--- src/core/cad_pkg.sv ---
// shared constants, enumerations and carriers of the addressing-mode decoder
package cad_pkg;

    // prebyte codes
    localparam logic [7:0] Y_SUBSTITUTE_PREFIX = 8'h90; // x forms become y
    localparam logic [7:0] INDIRECT_Y_PREFIX   = 8'h91; // x ind-idx -> y
    localparam logic [7:0] INDIRECT_X_PREFIX   = 8'h92; // direct -> indirect

    // opcode fields and special codes
    localparam int         OP_ROW_MSB   = 7;      // row nibble, top bit
    localparam int         OP_ROW_LSB   = 4;      // row nibble, low bit
    localparam logic [7:0] OP_MULTIPLY  = 8'h42;  // only code exempt from the row 3-7 holes
    localparam logic [7:0] OP_REL_CALL  = 8'hAD;  // relative_subroutine_call
    localparam int         OPCODE_COUNT = 256;    // table entries

    // sizes and reset values
    localparam logic [15:0] PC_RESET    = 16'h0000; // fetch pointer at reset
    localparam logic [15:0] ADDR_ZERO   = 16'h0000; // cleared address
    localparam logic [7:0]  BYTE_ZERO   = 8'h00;    // cleared byte
    localparam logic [2:0]  LEN_PREFIX  = 3'h1;     // a prebyte adds one
    localparam logic [1:0]  MAX_ARGS    = 2'h2;     // bytes after opcode
    localparam logic [1:0]  MAX_PTR     = 2'h2;     // pointer bytes read

    // row classes that the opcode table yields, before prebytes apply
    typedef enum logic [3:0] {
        CAD_B_INH, CAD_B_IMM, CAD_B_SDIR, CAD_B_LDIR, CAD_B_NOOFS,
        CAD_B_SIDX, CAD_B_LIDX, CAD_B_REL, CAD_B_BIT, CAD_B_BTJ
    } cad_base_e;

    // final addressing modes, seventeen of them
    typedef enum logic [4:0] {
        CAD_AM_INH, CAD_AM_IMM, CAD_AM_SDIR, CAD_AM_LDIR, CAD_AM_NOOFS,
        CAD_AM_SIDX, CAD_AM_LIDX, CAD_AM_SIND, CAD_AM_LIND, CAD_AM_SIIDX,
        CAD_AM_LIIDX, CAD_AM_REL, CAD_AM_RELIND, CAD_AM_BIT,
        CAD_AM_BITIND, CAD_AM_BTJ, CAD_AM_BTJIND
    } cad_mode_e;

    // prebyte currently held
    typedef enum logic [1:0] {
        CAD_P_NONE, CAD_P_Y, CAD_P_IX, CAD_P_IY
    } cad_pfx_e;

    // opcode table entry
    typedef struct packed {
        logic      legal; // code is a defined opcode
        cad_base_e base;  // row class
    } cad_cls_s;

    // decoded instruction handed to the datapath
    typedef struct packed {
        logic        valid;   // one-cycle pulse
        logic [7:0]  opcode;  // opcode byte
        cad_mode_e   mode;    // final addressing mode
        logic        use_y;   // index register y selected
        logic [2:0]  length;  // bytes incl. prebyte, 1..4
        logic [7:0]  operand; // immediate value
        logic [15:0] ea;      // effective address
        logic [15:0] target;  // relative branch target
    } cad_dec_s;

endpackage
--- src/core/cad_decoder.sv ---
// instruction fetch, prebyte handling and effective address formation
module cad_decoder
    import cad_pkg::*;
(
    input  wire logic        clk_in,          // core clock, 10 MHz
    input  wire logic        sys_rst_in,      // async reset, active high
    input  wire logic        ce_in,           // clock enable, low freezes
    input  wire logic        fetch_valid_in,  // code byte offered
    input  wire logic [7:0]  fetch_byte_in,   // code byte
    output logic             fetch_ready_out, // code byte taken if valid
    input  wire logic        pc_load_in,      // reload fetch pointer
    input  wire logic [15:0] pc_value_in,     // new fetch pointer
    input  wire logic [7:0]  x_in,            // index register x
    input  wire logic [7:0]  y_in,            // index register y
    output logic             mem_rd_req_out,  // pointer read request
    output logic [15:0]      mem_rd_addr_out, // pointer read address
    input  wire logic        mem_rd_ack_in,   // read data valid
    input  wire logic [7:0]  mem_rd_data_in,  // read data
    output cad_dec_s         dec_out,         // decoded instruction
    output logic             illegal_rst_out  // illegal code reset pulse
);

    // sequencer states
    typedef enum logic [2:0] {
        CAD_S_OPC, CAD_S_CLS, CAD_S_ARG, CAD_S_RD, CAD_S_OUT
    } cad_state_e;

    cad_state_e  state;       // current state
    cad_state_e  next_state;  // next state
    cad_pfx_e    pfx;         // prebyte held for the next opcode
    logic [7:0]  opcode;      // opcode captured
    logic [2:0]  length;      // bytes consumed so far
    cad_mode_e   mode;        // resolved mode
    logic        use_y;       // y selected as index
    logic [1:0]  args_left;   // bytes still to fetch after opcode
    logic [1:0]  arg_cnt;     // bytes fetched after opcode
    logic [7:0]  arg0;        // first byte after opcode
    logic [7:0]  arg1;        // second byte after opcode
    logic [1:0]  ptr_left;    // pointer bytes still to read
    logic [7:0]  ptr0;        // first pointer byte (high for words)
    logic [7:0]  ptr1;        // second pointer byte (low)
    logic [15:0] fetch_pc;    // address of the next code byte
    cad_cls_s    cls;         // table entry of the opcode

    // number of bytes that follow the opcode in each mode
    function automatic logic [1:0] args_of(input cad_mode_e m);
        case (m)
            CAD_AM_INH, CAD_AM_NOOFS: return 2'h0;
            CAD_AM_LDIR, CAD_AM_LIDX: return MAX_ARGS;
            CAD_AM_BTJ, CAD_AM_BTJIND: return MAX_ARGS;
            default: return 2'h1;
        endcase
    endfunction

    // number of pointer bytes read from memory in each mode
    function automatic logic [1:0] ptrs_of(input cad_mode_e m);
        case (m)
            CAD_AM_LIND, CAD_AM_LIIDX: return MAX_PTR;
            CAD_AM_SIND, CAD_AM_SIIDX: return 2'h1;
            CAD_AM_RELIND, CAD_AM_BITIND: return 2'h1;
            CAD_AM_BTJIND: return 2'h1;
            default: return 2'h0;
        endcase
    endfunction

    // sign extension of a displacement byte
    function automatic logic [15:0] sext(input logic [7:0] b);
        return {{8{b[7]}}, b};
    endfunction

    // table lookup, registered; addressed by the byte being taken
    wire take_w = fetch_valid_in & fetch_ready_out;  // byte accepted
    wire is_pfx_w = (fetch_byte_in == Y_SUBSTITUTE_PREFIX) ||
                    (fetch_byte_in == INDIRECT_X_PREFIX) ||
                    (fetch_byte_in == INDIRECT_Y_PREFIX);
    wire opc_take_w = take_w && state == CAD_S_OPC && !is_pfx_w;

    cad_op_rom u_rom (
        .clk_in     (clk_in),
        .sys_rst_in (sys_rst_in),
        .ce_in      (ce_in),
        .rd_en_in   (opc_take_w),
        .code_in    (fetch_byte_in),
        .cls_out    (cls)
    );

    // prebyte applied to the row class; unauthorised pairs fall back
    // to the plain form rather than a reset
    cad_mode_e res_mode_w;   // resolved mode
    logic      res_y_w;      // resolved index choice
    always_comb begin
        res_mode_w = CAD_AM_INH;
        res_y_w    = (pfx == CAD_P_Y);
        case (cls.base)
            CAD_B_INH:   res_mode_w = CAD_AM_INH;
            CAD_B_IMM:   res_mode_w = CAD_AM_IMM;
            CAD_B_NOOFS: res_mode_w = CAD_AM_NOOFS;
            CAD_B_SDIR:  res_mode_w = (pfx == CAD_P_IX) ?
                                      CAD_AM_SIND : CAD_AM_SDIR;
            CAD_B_LDIR:  res_mode_w = (pfx == CAD_P_IX) ?
                                      CAD_AM_LIND : CAD_AM_LDIR;
            CAD_B_REL:   res_mode_w = (pfx == CAD_P_IX) ?
                                      CAD_AM_RELIND : CAD_AM_REL;
            CAD_B_BIT:   res_mode_w = (pfx == CAD_P_IX) ?
                                      CAD_AM_BITIND : CAD_AM_BIT;
            CAD_B_BTJ:   res_mode_w = (pfx == CAD_P_IX) ?
                                      CAD_AM_BTJIND : CAD_AM_BTJ;
            CAD_B_SIDX: begin
                if (pfx == CAD_P_IX || pfx == CAD_P_IY)
                    res_mode_w = CAD_AM_SIIDX;
                else
                    res_mode_w = CAD_AM_SIDX;
                if (pfx == CAD_P_IY)
                    res_y_w = 1'b1;
            end
            CAD_B_LIDX: begin
                if (pfx == CAD_P_IX || pfx == CAD_P_IY)
                    res_mode_w = CAD_AM_LIIDX;
                else
                    res_mode_w = CAD_AM_LIDX;
                if (pfx == CAD_P_IY)
                    res_y_w = 1'b1;
            end
            default: res_mode_w = CAD_AM_INH;
        endcase
    end

    // address arithmetic, all unsigned except the displacement
    wire [15:0] idx_w    = {8'h00, use_y ? y_in : x_in};  // index zero-ext
    wire [15:0] word_a_w = {arg0, arg1};                 // inline word
    wire [15:0] word_p_w = {ptr0, ptr1};                 // pointer word
    wire [15:0] short_a_w = {8'h00, arg0};               // inline byte
    wire [15:0] short_p_w = {8'h00, ptr0};               // pointer byte
    logic [15:0] ea_w;      // effective address
    logic [15:0] target_w;  // branch target
    always_comb begin
        ea_w     = ADDR_ZERO;
        target_w = ADDR_ZERO;
        case (mode)
            CAD_AM_SDIR:   ea_w = short_a_w;
            CAD_AM_LDIR:   ea_w = word_a_w;
            CAD_AM_NOOFS:  ea_w = idx_w;
            CAD_AM_SIDX:   ea_w = short_a_w + idx_w;
            CAD_AM_LIDX:   ea_w = word_a_w + idx_w;
            CAD_AM_SIND:   ea_w = short_p_w;
            CAD_AM_LIND:   ea_w = word_p_w;
            CAD_AM_SIIDX:  ea_w = short_p_w + idx_w;
            CAD_AM_LIIDX:  ea_w = word_p_w + idx_w;
            CAD_AM_BIT:    ea_w = short_a_w;
            CAD_AM_BITIND: ea_w = short_p_w;
            CAD_AM_REL:    target_w = fetch_pc + sext(arg0);
            CAD_AM_RELIND: target_w = fetch_pc + sext(ptr0);
            CAD_AM_BTJ: begin
                ea_w     = short_a_w;
                target_w = fetch_pc + sext(arg1);
            end
            CAD_AM_BTJIND: begin
                ea_w     = short_p_w;
                target_w = fetch_pc + sext(arg1);
            end
            default: ea_w = ADDR_ZERO;
        endcase
    end

    // next state; pointer reads only after all inline bytes are in
    always_comb begin
        next_state = state;
        case (state)
            CAD_S_OPC: if (opc_take_w) next_state = CAD_S_CLS;
            CAD_S_CLS: begin
                if (!cls.legal)
                    next_state = CAD_S_OPC;
                else if (args_of(res_mode_w) != 2'h0)
                    next_state = CAD_S_ARG;
                else
                    next_state = CAD_S_OUT;
            end
            CAD_S_ARG: begin
                if (take_w && args_left == 2'h1)
                    next_state = (ptrs_of(mode) != 2'h0) ? CAD_S_RD
                                                         : CAD_S_OUT;
            end
            CAD_S_RD:
                if (mem_rd_ack_in && ptr_left == 2'h1)
                    next_state = CAD_S_OUT;
            CAD_S_OUT: next_state = CAD_S_OPC;
            default: next_state = CAD_S_OPC;
        endcase
    end

    // state and fetch handshake; ready stays registered
    always_ff @(posedge clk_in or posedge sys_rst_in) begin
        if (sys_rst_in) begin
            state           <= CAD_S_OPC;
            fetch_ready_out <= 1'b0;
        end else if (ce_in) begin
            state           <= next_state;
            fetch_ready_out <= (next_state == CAD_S_OPC) ||
                               (next_state == CAD_S_ARG);
        end
    end

    // fetch pointer counts every byte taken; a reload from the datapath
    // wins since it redirects the stream
    always_ff @(posedge clk_in or posedge sys_rst_in) begin
        if (sys_rst_in)
            fetch_pc <= PC_RESET;
        else if (ce_in && pc_load_in)
            fetch_pc <= pc_value_in;
        else if (ce_in && take_w)
            fetch_pc <= fetch_pc + 16'h0001;
    end

    // prebyte capture: a later prebyte replaces an earlier one, the
    // opcode that follows consumes it
    always_ff @(posedge clk_in or posedge sys_rst_in) begin
        if (sys_rst_in) begin
            pfx <= CAD_P_NONE;
        end else if (ce_in && take_w && state == CAD_S_OPC) begin
            case (fetch_byte_in)
                Y_SUBSTITUTE_PREFIX: pfx <= CAD_P_Y;
                INDIRECT_X_PREFIX:   pfx <= CAD_P_IX;
                INDIRECT_Y_PREFIX:   pfx <= CAD_P_IY;
                default:             pfx <= pfx;
            endcase
        end else if (ce_in && state == CAD_S_CLS) begin
            pfx <= CAD_P_NONE;
        end
    end

    // opcode, length and mode bookkeeping
    always_ff @(posedge clk_in or posedge sys_rst_in) begin
        if (sys_rst_in) begin
            opcode    <= BYTE_ZERO;
            length    <= 3'h0;
            mode      <= CAD_AM_INH;
            use_y     <= 1'b0;
            args_left <= 2'h0;
        end else if (ce_in) begin
            if (state == CAD_S_OPC && take_w) begin
                opcode <= fetch_byte_in;
                length <= is_pfx_w ? LEN_PREFIX
                                   : (pfx != CAD_P_NONE ? 3'h2 : 3'h1);
            end else if (state == CAD_S_CLS) begin
                mode      <= res_mode_w;
                use_y     <= res_y_w;
                args_left <= args_of(res_mode_w);
            end else if (state == CAD_S_ARG && take_w) begin
                length    <= length + 3'h1;
                args_left <= args_left - 2'h1;
            end
        end
    end

    // inline bytes after the opcode, in stream order
    always_ff @(posedge clk_in or posedge sys_rst_in) begin
        if (sys_rst_in) begin
            arg_cnt <= 2'h0;
            arg0    <= BYTE_ZERO;
            arg1    <= BYTE_ZERO;
        end else if (ce_in) begin
            if (state == CAD_S_CLS)
                arg_cnt <= 2'h0;
            else if (state == CAD_S_ARG && take_w) begin
                arg_cnt <= arg_cnt + 2'h1;
                if (arg_cnt == 2'h0)
                    arg0 <= fetch_byte_in;
                else
                    arg1 <= fetch_byte_in;
            end
        end
    end

    // pointer reads: first byte at the address byte, second one above;
    // the request stays high until the last acknowledge
    always_ff @(posedge clk_in or posedge sys_rst_in) begin
        if (sys_rst_in) begin
            mem_rd_req_out  <= 1'b0;
            mem_rd_addr_out <= ADDR_ZERO;
            ptr_left        <= 2'h0;
            ptr0            <= BYTE_ZERO;
            ptr1            <= BYTE_ZERO;
        end else if (ce_in) begin
            if (state == CAD_S_ARG && next_state == CAD_S_RD) begin
                mem_rd_req_out  <= 1'b1;
                mem_rd_addr_out <= {8'h00, arg_cnt == 2'h0 ?
                                   fetch_byte_in : arg0};
                ptr_left        <= ptrs_of(mode);
            end else if (state == CAD_S_RD && mem_rd_ack_in) begin
                if (ptr_left == ptrs_of(mode))
                    ptr0 <= mem_rd_data_in;
                else
                    ptr1 <= mem_rd_data_in;
                ptr_left        <= ptr_left - 2'h1;
                mem_rd_addr_out <= mem_rd_addr_out + 16'h0001;
                mem_rd_req_out  <= (ptr_left != 2'h1);
            end
        end
    end

    // decoded result and illegal-code reset, both one-cycle pulses;
    // a prebyte is never judged illegal, and a legal opcode after any
    // prebyte decodes without reset
    always_ff @(posedge clk_in or posedge sys_rst_in) begin
        if (sys_rst_in) begin
            dec_out         <= '0;
            illegal_rst_out <= 1'b0;
        end else if (ce_in) begin
            illegal_rst_out <= state == CAD_S_CLS
                               && !cls.legal;
            dec_out.valid   <= state == CAD_S_OUT;
            if (state == CAD_S_OUT) begin
                dec_out.opcode  <= opcode;
                dec_out.mode    <= mode;
                dec_out.use_y   <= use_y;
                dec_out.length  <= length;
                dec_out.operand <= arg0;
                dec_out.ea      <= ea_w;
                dec_out.target  <= target_w;
            end
        end
    end

endmodule

--- src/core/cad_op_rom.sv ---
// registered opcode classification table of the decoder
module cad_op_rom
    import cad_pkg::*;
(
    input  wire logic     clk_in,     // core clock
    input  wire logic     sys_rst_in, // async reset, active high
    input  wire logic     ce_in,      // clock enable
    input  wire logic     rd_en_in,   // load a new entry
    input  wire logic [7:0] code_in,  // opcode used as address
    output cad_cls_s      cls_out     // registered class
);

    // row-by-row class of each code; undefined codes are not legal
    function automatic cad_cls_s class_of(input logic [7:0] op);
        cad_cls_s   c;
        logic [3:0] lo;
        c.legal = 1'b1;
        c.base  = CAD_B_INH;
        lo      = op[3:0];
        case (op[OP_ROW_MSB:OP_ROW_LSB])
            4'h0: c.base = CAD_B_BTJ;
            4'h1: c.base = CAD_B_BIT;
            4'h2: c.base = CAD_B_REL;
            4'h3: c.base = CAD_B_SDIR;
            4'h4, 4'h5: c.base = CAD_B_INH;
            4'h6: c.base = CAD_B_SIDX;
            4'h7: c.base = CAD_B_NOOFS;
            4'h8, 4'h9: c.base = CAD_B_INH;
            4'hA: c.base = (op == OP_REL_CALL) ? CAD_B_REL : CAD_B_IMM;
            4'hB: c.base = CAD_B_SDIR;
            4'hC: c.base = CAD_B_LDIR;
            4'hD: c.base = CAD_B_LIDX;
            4'hE: c.base = CAD_B_SIDX;
            default: c.base = CAD_B_NOOFS;
        endcase
        // holes in the read-modify-write rows
        if (op[7:4] >= 4'h3 && op[7:4] <= 4'h7 && op != OP_MULTIPLY &&
            (lo == 4'h1 || lo == 4'h2 || lo == 4'h5 || lo == 4'hB))
            c.legal = 1'b0;
        // holes in the inherent and immediate rows
        if (op[7:4] == 4'h8 && (lo == 4'h2 || lo == 4'h3 || lo == 4'h6 ||
            lo == 4'h7 || lo == 4'hC || lo == 4'hD))
            c.legal = 1'b0;
        if (op[7:4] == 4'h9 && lo <= 4'h2)
            c.legal = 1'b0;
        if (op[7:4] == 4'hA && (lo == 4'h7 || lo == 4'hC))
            c.legal = 1'b0;
        return c;
    endfunction

    cad_cls_s table_w [OPCODE_COUNT]; // constant table

    // one table entry per code
    for (genvar i = 0; i < OPCODE_COUNT; i++) begin : g_tab
        assign table_w[i] = class_of(8'(i));
    end

    // read data comes out of a register, one cycle after the address
    always_ff @(posedge clk_in or posedge sys_rst_in) begin
        if (sys_rst_in) begin
            cls_out <= '0;
        end else if (ce_in && rd_en_in) begin
            cls_out <= table_w[code_in];
        end
    end

endmodule

--- config.mk ---
export PLATFORM = sky130hd
export DESIGN_NAME = cad_decoder
export DESIGN_NICKNAME = d
export VERILOG_FILES = /design/src/core/cad_pkg.sv /design/src/core/cad_decoder.sv /design/src/core/cad_op_rom.sv
export SDC_FILE = /design/constraint.sdc
export NUM_CORES = 1
export LEC_CHECK = 0
export ABC_AREA = 1
export BUFFER_PORTS_ARGS = -buffer_cell sky130_fd_sc_hd__buf_4
export CAP_MARGIN = 10
export CORE_UTILIZATION = 40
export CTS_CLUSTER_SIZE = 20
export DETAILED_ROUTE_END_ITERATION = 10
export GPL_ROUTABILITY_DRIVEN = 1
export PLACE_DENSITY_LB_ADDON = 0.12
export SLEW_MARGIN = 20
export SYNTH_ARGS = -nofsm -noshare
export SYNTH_HDL_FRONTEND = slang
export SYNTH_SLANG_ARGS = --single-unit
--- constraint.sdc ---
create_clock -name clk_in -period 6.1 [get_ports clk_in]
set_input_delay 1.22 -clock clk_in [delete_from_list [all_inputs] [get_ports clk_in]]
set_output_delay 1.22 -clock clk_in [all_outputs]
set_load 0.1 [all_outputs]
==> results.yml <==
outcome:
  outcome: "finished, final reports clean"
cells_and_area:
  finish.net_count: 1639
  final_util_pct: 48.2
  final_design_area_no_fill_um2: 12200
  layout-drive-gt1-share_pct: 14.3
  mostFrequentLayoutCell: "nand2_1"
  layout_common_cells: "nand2_1, inv_1, o21ai_0"
  diodes: 0
  area_growth_pct: 17.6
pwr:
  p_leak_nw: 6.13
  power_frac_seq_pct: 23.5
  switching_share_pct: 56.7
  irDropWorstVdd_uv: 562
  internal-power_mw: 3.30
  netSwitchingPower_mw: 4.32
  p_total_mw: 7.61
  comb_power_share_pct: 61.6
  clkPwrFrac_pct: 14.9
  power.density_nw_per_um2: 624
synthesis:
  yosysWarningCount: 0
  synth_top_flop_cell: "dfrtp_1"
  ys_async_sr_fraction_pct: 100
  synth_edf_count: 0
  ys_types: 58
  synthCells: 1429
  syn_area_per_cell_um2: 7.26
  syn-cell-area_um2: 10400
  ys_ff_latch: 158
  ys_seq_area_share_pct: 38.1
  syn_nets: 1527
clock_tree:
  cts_max_level: 4
  cts_tree: "yes"
  cts_buffers: 17
  cts_root_buffer: "clkbuf_16"
  path_clk_slew_ns: 0.07
  clk_latency_ns: 0.44
  clockBufferDepth: 2
  post_cts_buffers: 0
  cts_sinks: 158
  hold_buffers: 0
  cts_resized: 0
die:
  start_util_pct: 41.0
  dieArea_um2: 26600
  die_w_um: 163
  io_pins: 131
  coreArea_um2: 25300
  num_rows: 58
  die_h_um: 163
detailed_routing:
  first_pass_iters: 5
  vias_per_cell: 5.30
  drc: 0
  routed_wl_mm: 31.5
  drt_iter0_drc: 821
  wire_per_inst_um: 16.7
  postRouteAntennaNets: 0
  num_vias: 9982
sta:
  fin_skew_ns: 0.0132
  worstMarginPinSlew_ns: 0.992
  fmax_mhz: 267
  final_hold_viol_count: 0
  period_share_pct: 61.4
  setup_viol: 0
  rsz0062_at_grt: "no"
  slew_headroom_pct: 33.6
  tns_ns: 0
  finalCriticalPeriod_ns: 3.75
  drv_slew: 0
  setup_ws_ns: 2.35
placement:
  dp_hpwl_mm: 24.3
  portBuffers: 130
  dp_slack_ns: 2.47
  place_congestion: 0.947
  dpl_cell_area_um2: 11600
hold_path:
  hold_path.class: "reg2reg"
worst_setup_path:
  cp_max_fo: 20
  worstSetupEndpointType: "flip-flop"
  worstSetupPathType: "reg2reg"
  cp.arrival_ns: 4.07
  worstPathRequired_ns: 6.42
  worstSetupStartpointType: "flip-flop"
grt:
  grt_start_max_net_pins: 113
  grt_pass1_vias: 9365
  grt.overflow.total: 0
  grt_pass1_wl_mm: 50.0
  grt_use_total_pct: 24.3
  antenna_found_initial: 0
run:
  maxCapViolCount: 0
routing by layer:
layer | GRT usage (%) | share of wire, % | up-vias
met4 | 7.69 | 2.3 | 0
met5 | 0 | 0 | -
met3 | 4.22 | 5.9 | 57
li1 | - | - | 4973
met1 | 34.3 | 47 | 4637
met2 | 37.7 | 45 | 315
worst max-delay path, cell delays in order (launching register included):
cell and delay [ns]:
dfrtp_1 0.49, nor2_2 0.45, nand3_2 0.48, mux2_2 0.36
ha_1 0.15, inv_1 0.05, fa_1 0.40, o21ai_0 0.39
nand2_1 0.10, nand2_1 0.11, nand2_2 0.07, nor2_2 0.20
nand3_1 0.10, nand2_1 0.07, nor2_1 0.04, o21ai_1 0.11
nand2_1 0.05
state kept, by name, indices dropped and copies added, names as in the netlist:
register / flops
dec_out: 58
fetch_pc: 16
mem_rd_addr_out: 16
arg0: 8
arg1: 8
opcode: 8
ptr0: 8
ptr1: 8
mode: 5
u_rom.cls_out: 5
length: 3
state: 3
arg_cnt: 2
args_left: 2
pfx: 2
ptr_left: 2
fetch_ready_out: 1
illegal_rst_out: 1
mem_rd_req_out: 1
use_y: 1
final timing paths:
| path | startpoint | endpoint | slack [ns] | depth (start not counted) |
|---|---|---|---|---|
| setup / recovery | mode[0]$_DFFE_PP0P_ | dec_out[28]$_DFFE_PP0P_ | 2.35 | 16 |
| setup reg to reg | mode[0]$_DFFE_PP0P_ | dec_out[28]$_DFFE_PP0P_ | 2.35 | 16 |
| hold reg to reg | dec_out[29]$_DFFE_PP0P_ | dec_out[29]$_DFFE_PP0P_ | 0.48 | 2 |
| hold / removal | dec_out[29]$_DFFE_PP0P_ | dec_out[29]$_DFFE_PP0P_ | 0.48 | 2 |
| min in group asynchronous | sys_rst_in | dec_out[56]$_DFFE_PP0P_ | 0.94 | 2 |
| max in group asynchronous | sys_rst_in | ptr_left[1]$_DFFE_PP0P_ | 4.06 | 3 |
stage by stage:
step	cells	hold slack [ns]
global route	1883	0.496
finish	1883	0.481
global placement	1852	0.462
floorplan	1429	0.474
CTS	1883	0.484
detailed placement	1852	0.466
cell families after synthesis:
family,Yosys count,synth area share (%)
and+or+nand+nor,646,26.9
buffers and inverters,226,8.81
AOI/OAI and AO/OA,326,17.9
xor gates and xnor gates,19,1.60
DFF,158,38.1
muxes,10,1.23
adders and majority gates,44,5.52
area by class of cell:
type / count / area (µm²)
repair buffers: 134 / 1010
well taps: 330 / 413
flip-flops and latches: 158 / 3950
fillers: 2558 / 13100
inverters: 185 / 702
multi-input cells: 1045 / 5510
clock buffers: 18 / 439
clock inverters: 13 / 180
power groups by stage:
stage | registers [mW] | logic [mW] | clock network, mW
6_report | 1.79 | 4.69 | 1.14
5_1_grt | 1.84 | 5.10 | 1.21
4_1_cts | 1.78 | 4.67 | 1.16
3_5_place_dp | 1.80 | 4.66 | 0
3_3_place_gp | 1.80 | 4.63 | 0
2_1_floorplan | 3.18 | 2.12 | 0
Yosys cell counts (3+ instances only):
| cell | number | area (µm²) |
|---|---|---|
| a21oi_1 | 49 | 245 |
| a221oi_1 | 3 | 26.3 |
| a22oi_1 | 5 | 37.5 |
| a31oi_1 | 6 | 37.5 |
| buf_2 | 4 | 20.0 |
| buf_4 | 6 | 45.0 |
| buf_6 | 5 | 56.3 |
| clkbuf_1 | 25 | 93.8 |
| clkinv_1 | 4 | 15.0 |
| dfrtp_1 | 158 | 3950 |
| fa_1 | 3 | 60.1 |
| ha_1 | 41 | 513 |
| inv_1 | 170 | 638 |
| inv_2 | 11 | 41.3 |
| mux2_2 | 6 | 67.6 |
| mux2_4 | 4 | 60.1 |
| nand2_1 | 397 | 1490 |
| nand2_2 | 6 | 37.5 |
| nand3_1 | 78 | 390 |
| nand3_2 | 3 | 30.0 |
| nand3b_1 | 3 | 22.5 |
| nand4_1 | 16 | 100 |
| nor2_1 | 90 | 338 |
| nor2_2 | 6 | 37.5 |
| nor2_4 | 5 | 56.3 |
| nor3_1 | 18 | 90.1 |
| nor4_1 | 6 | 37.5 |
| o2111ai_1 | 4 | 35.0 |
| o211ai_1 | 30 | 225 |
| o21ai_0 | 169 | 846 |
| o21ai_1 | 18 | 90.1 |
| o21bai_1 | 5 | 37.5 |
| o22ai_1 | 22 | 138 |
| or2_2 | 7 | 43.8 |
| xor2_1 | 17 | 149 |
Note: power is estimated with default switching activity, not from simulation.
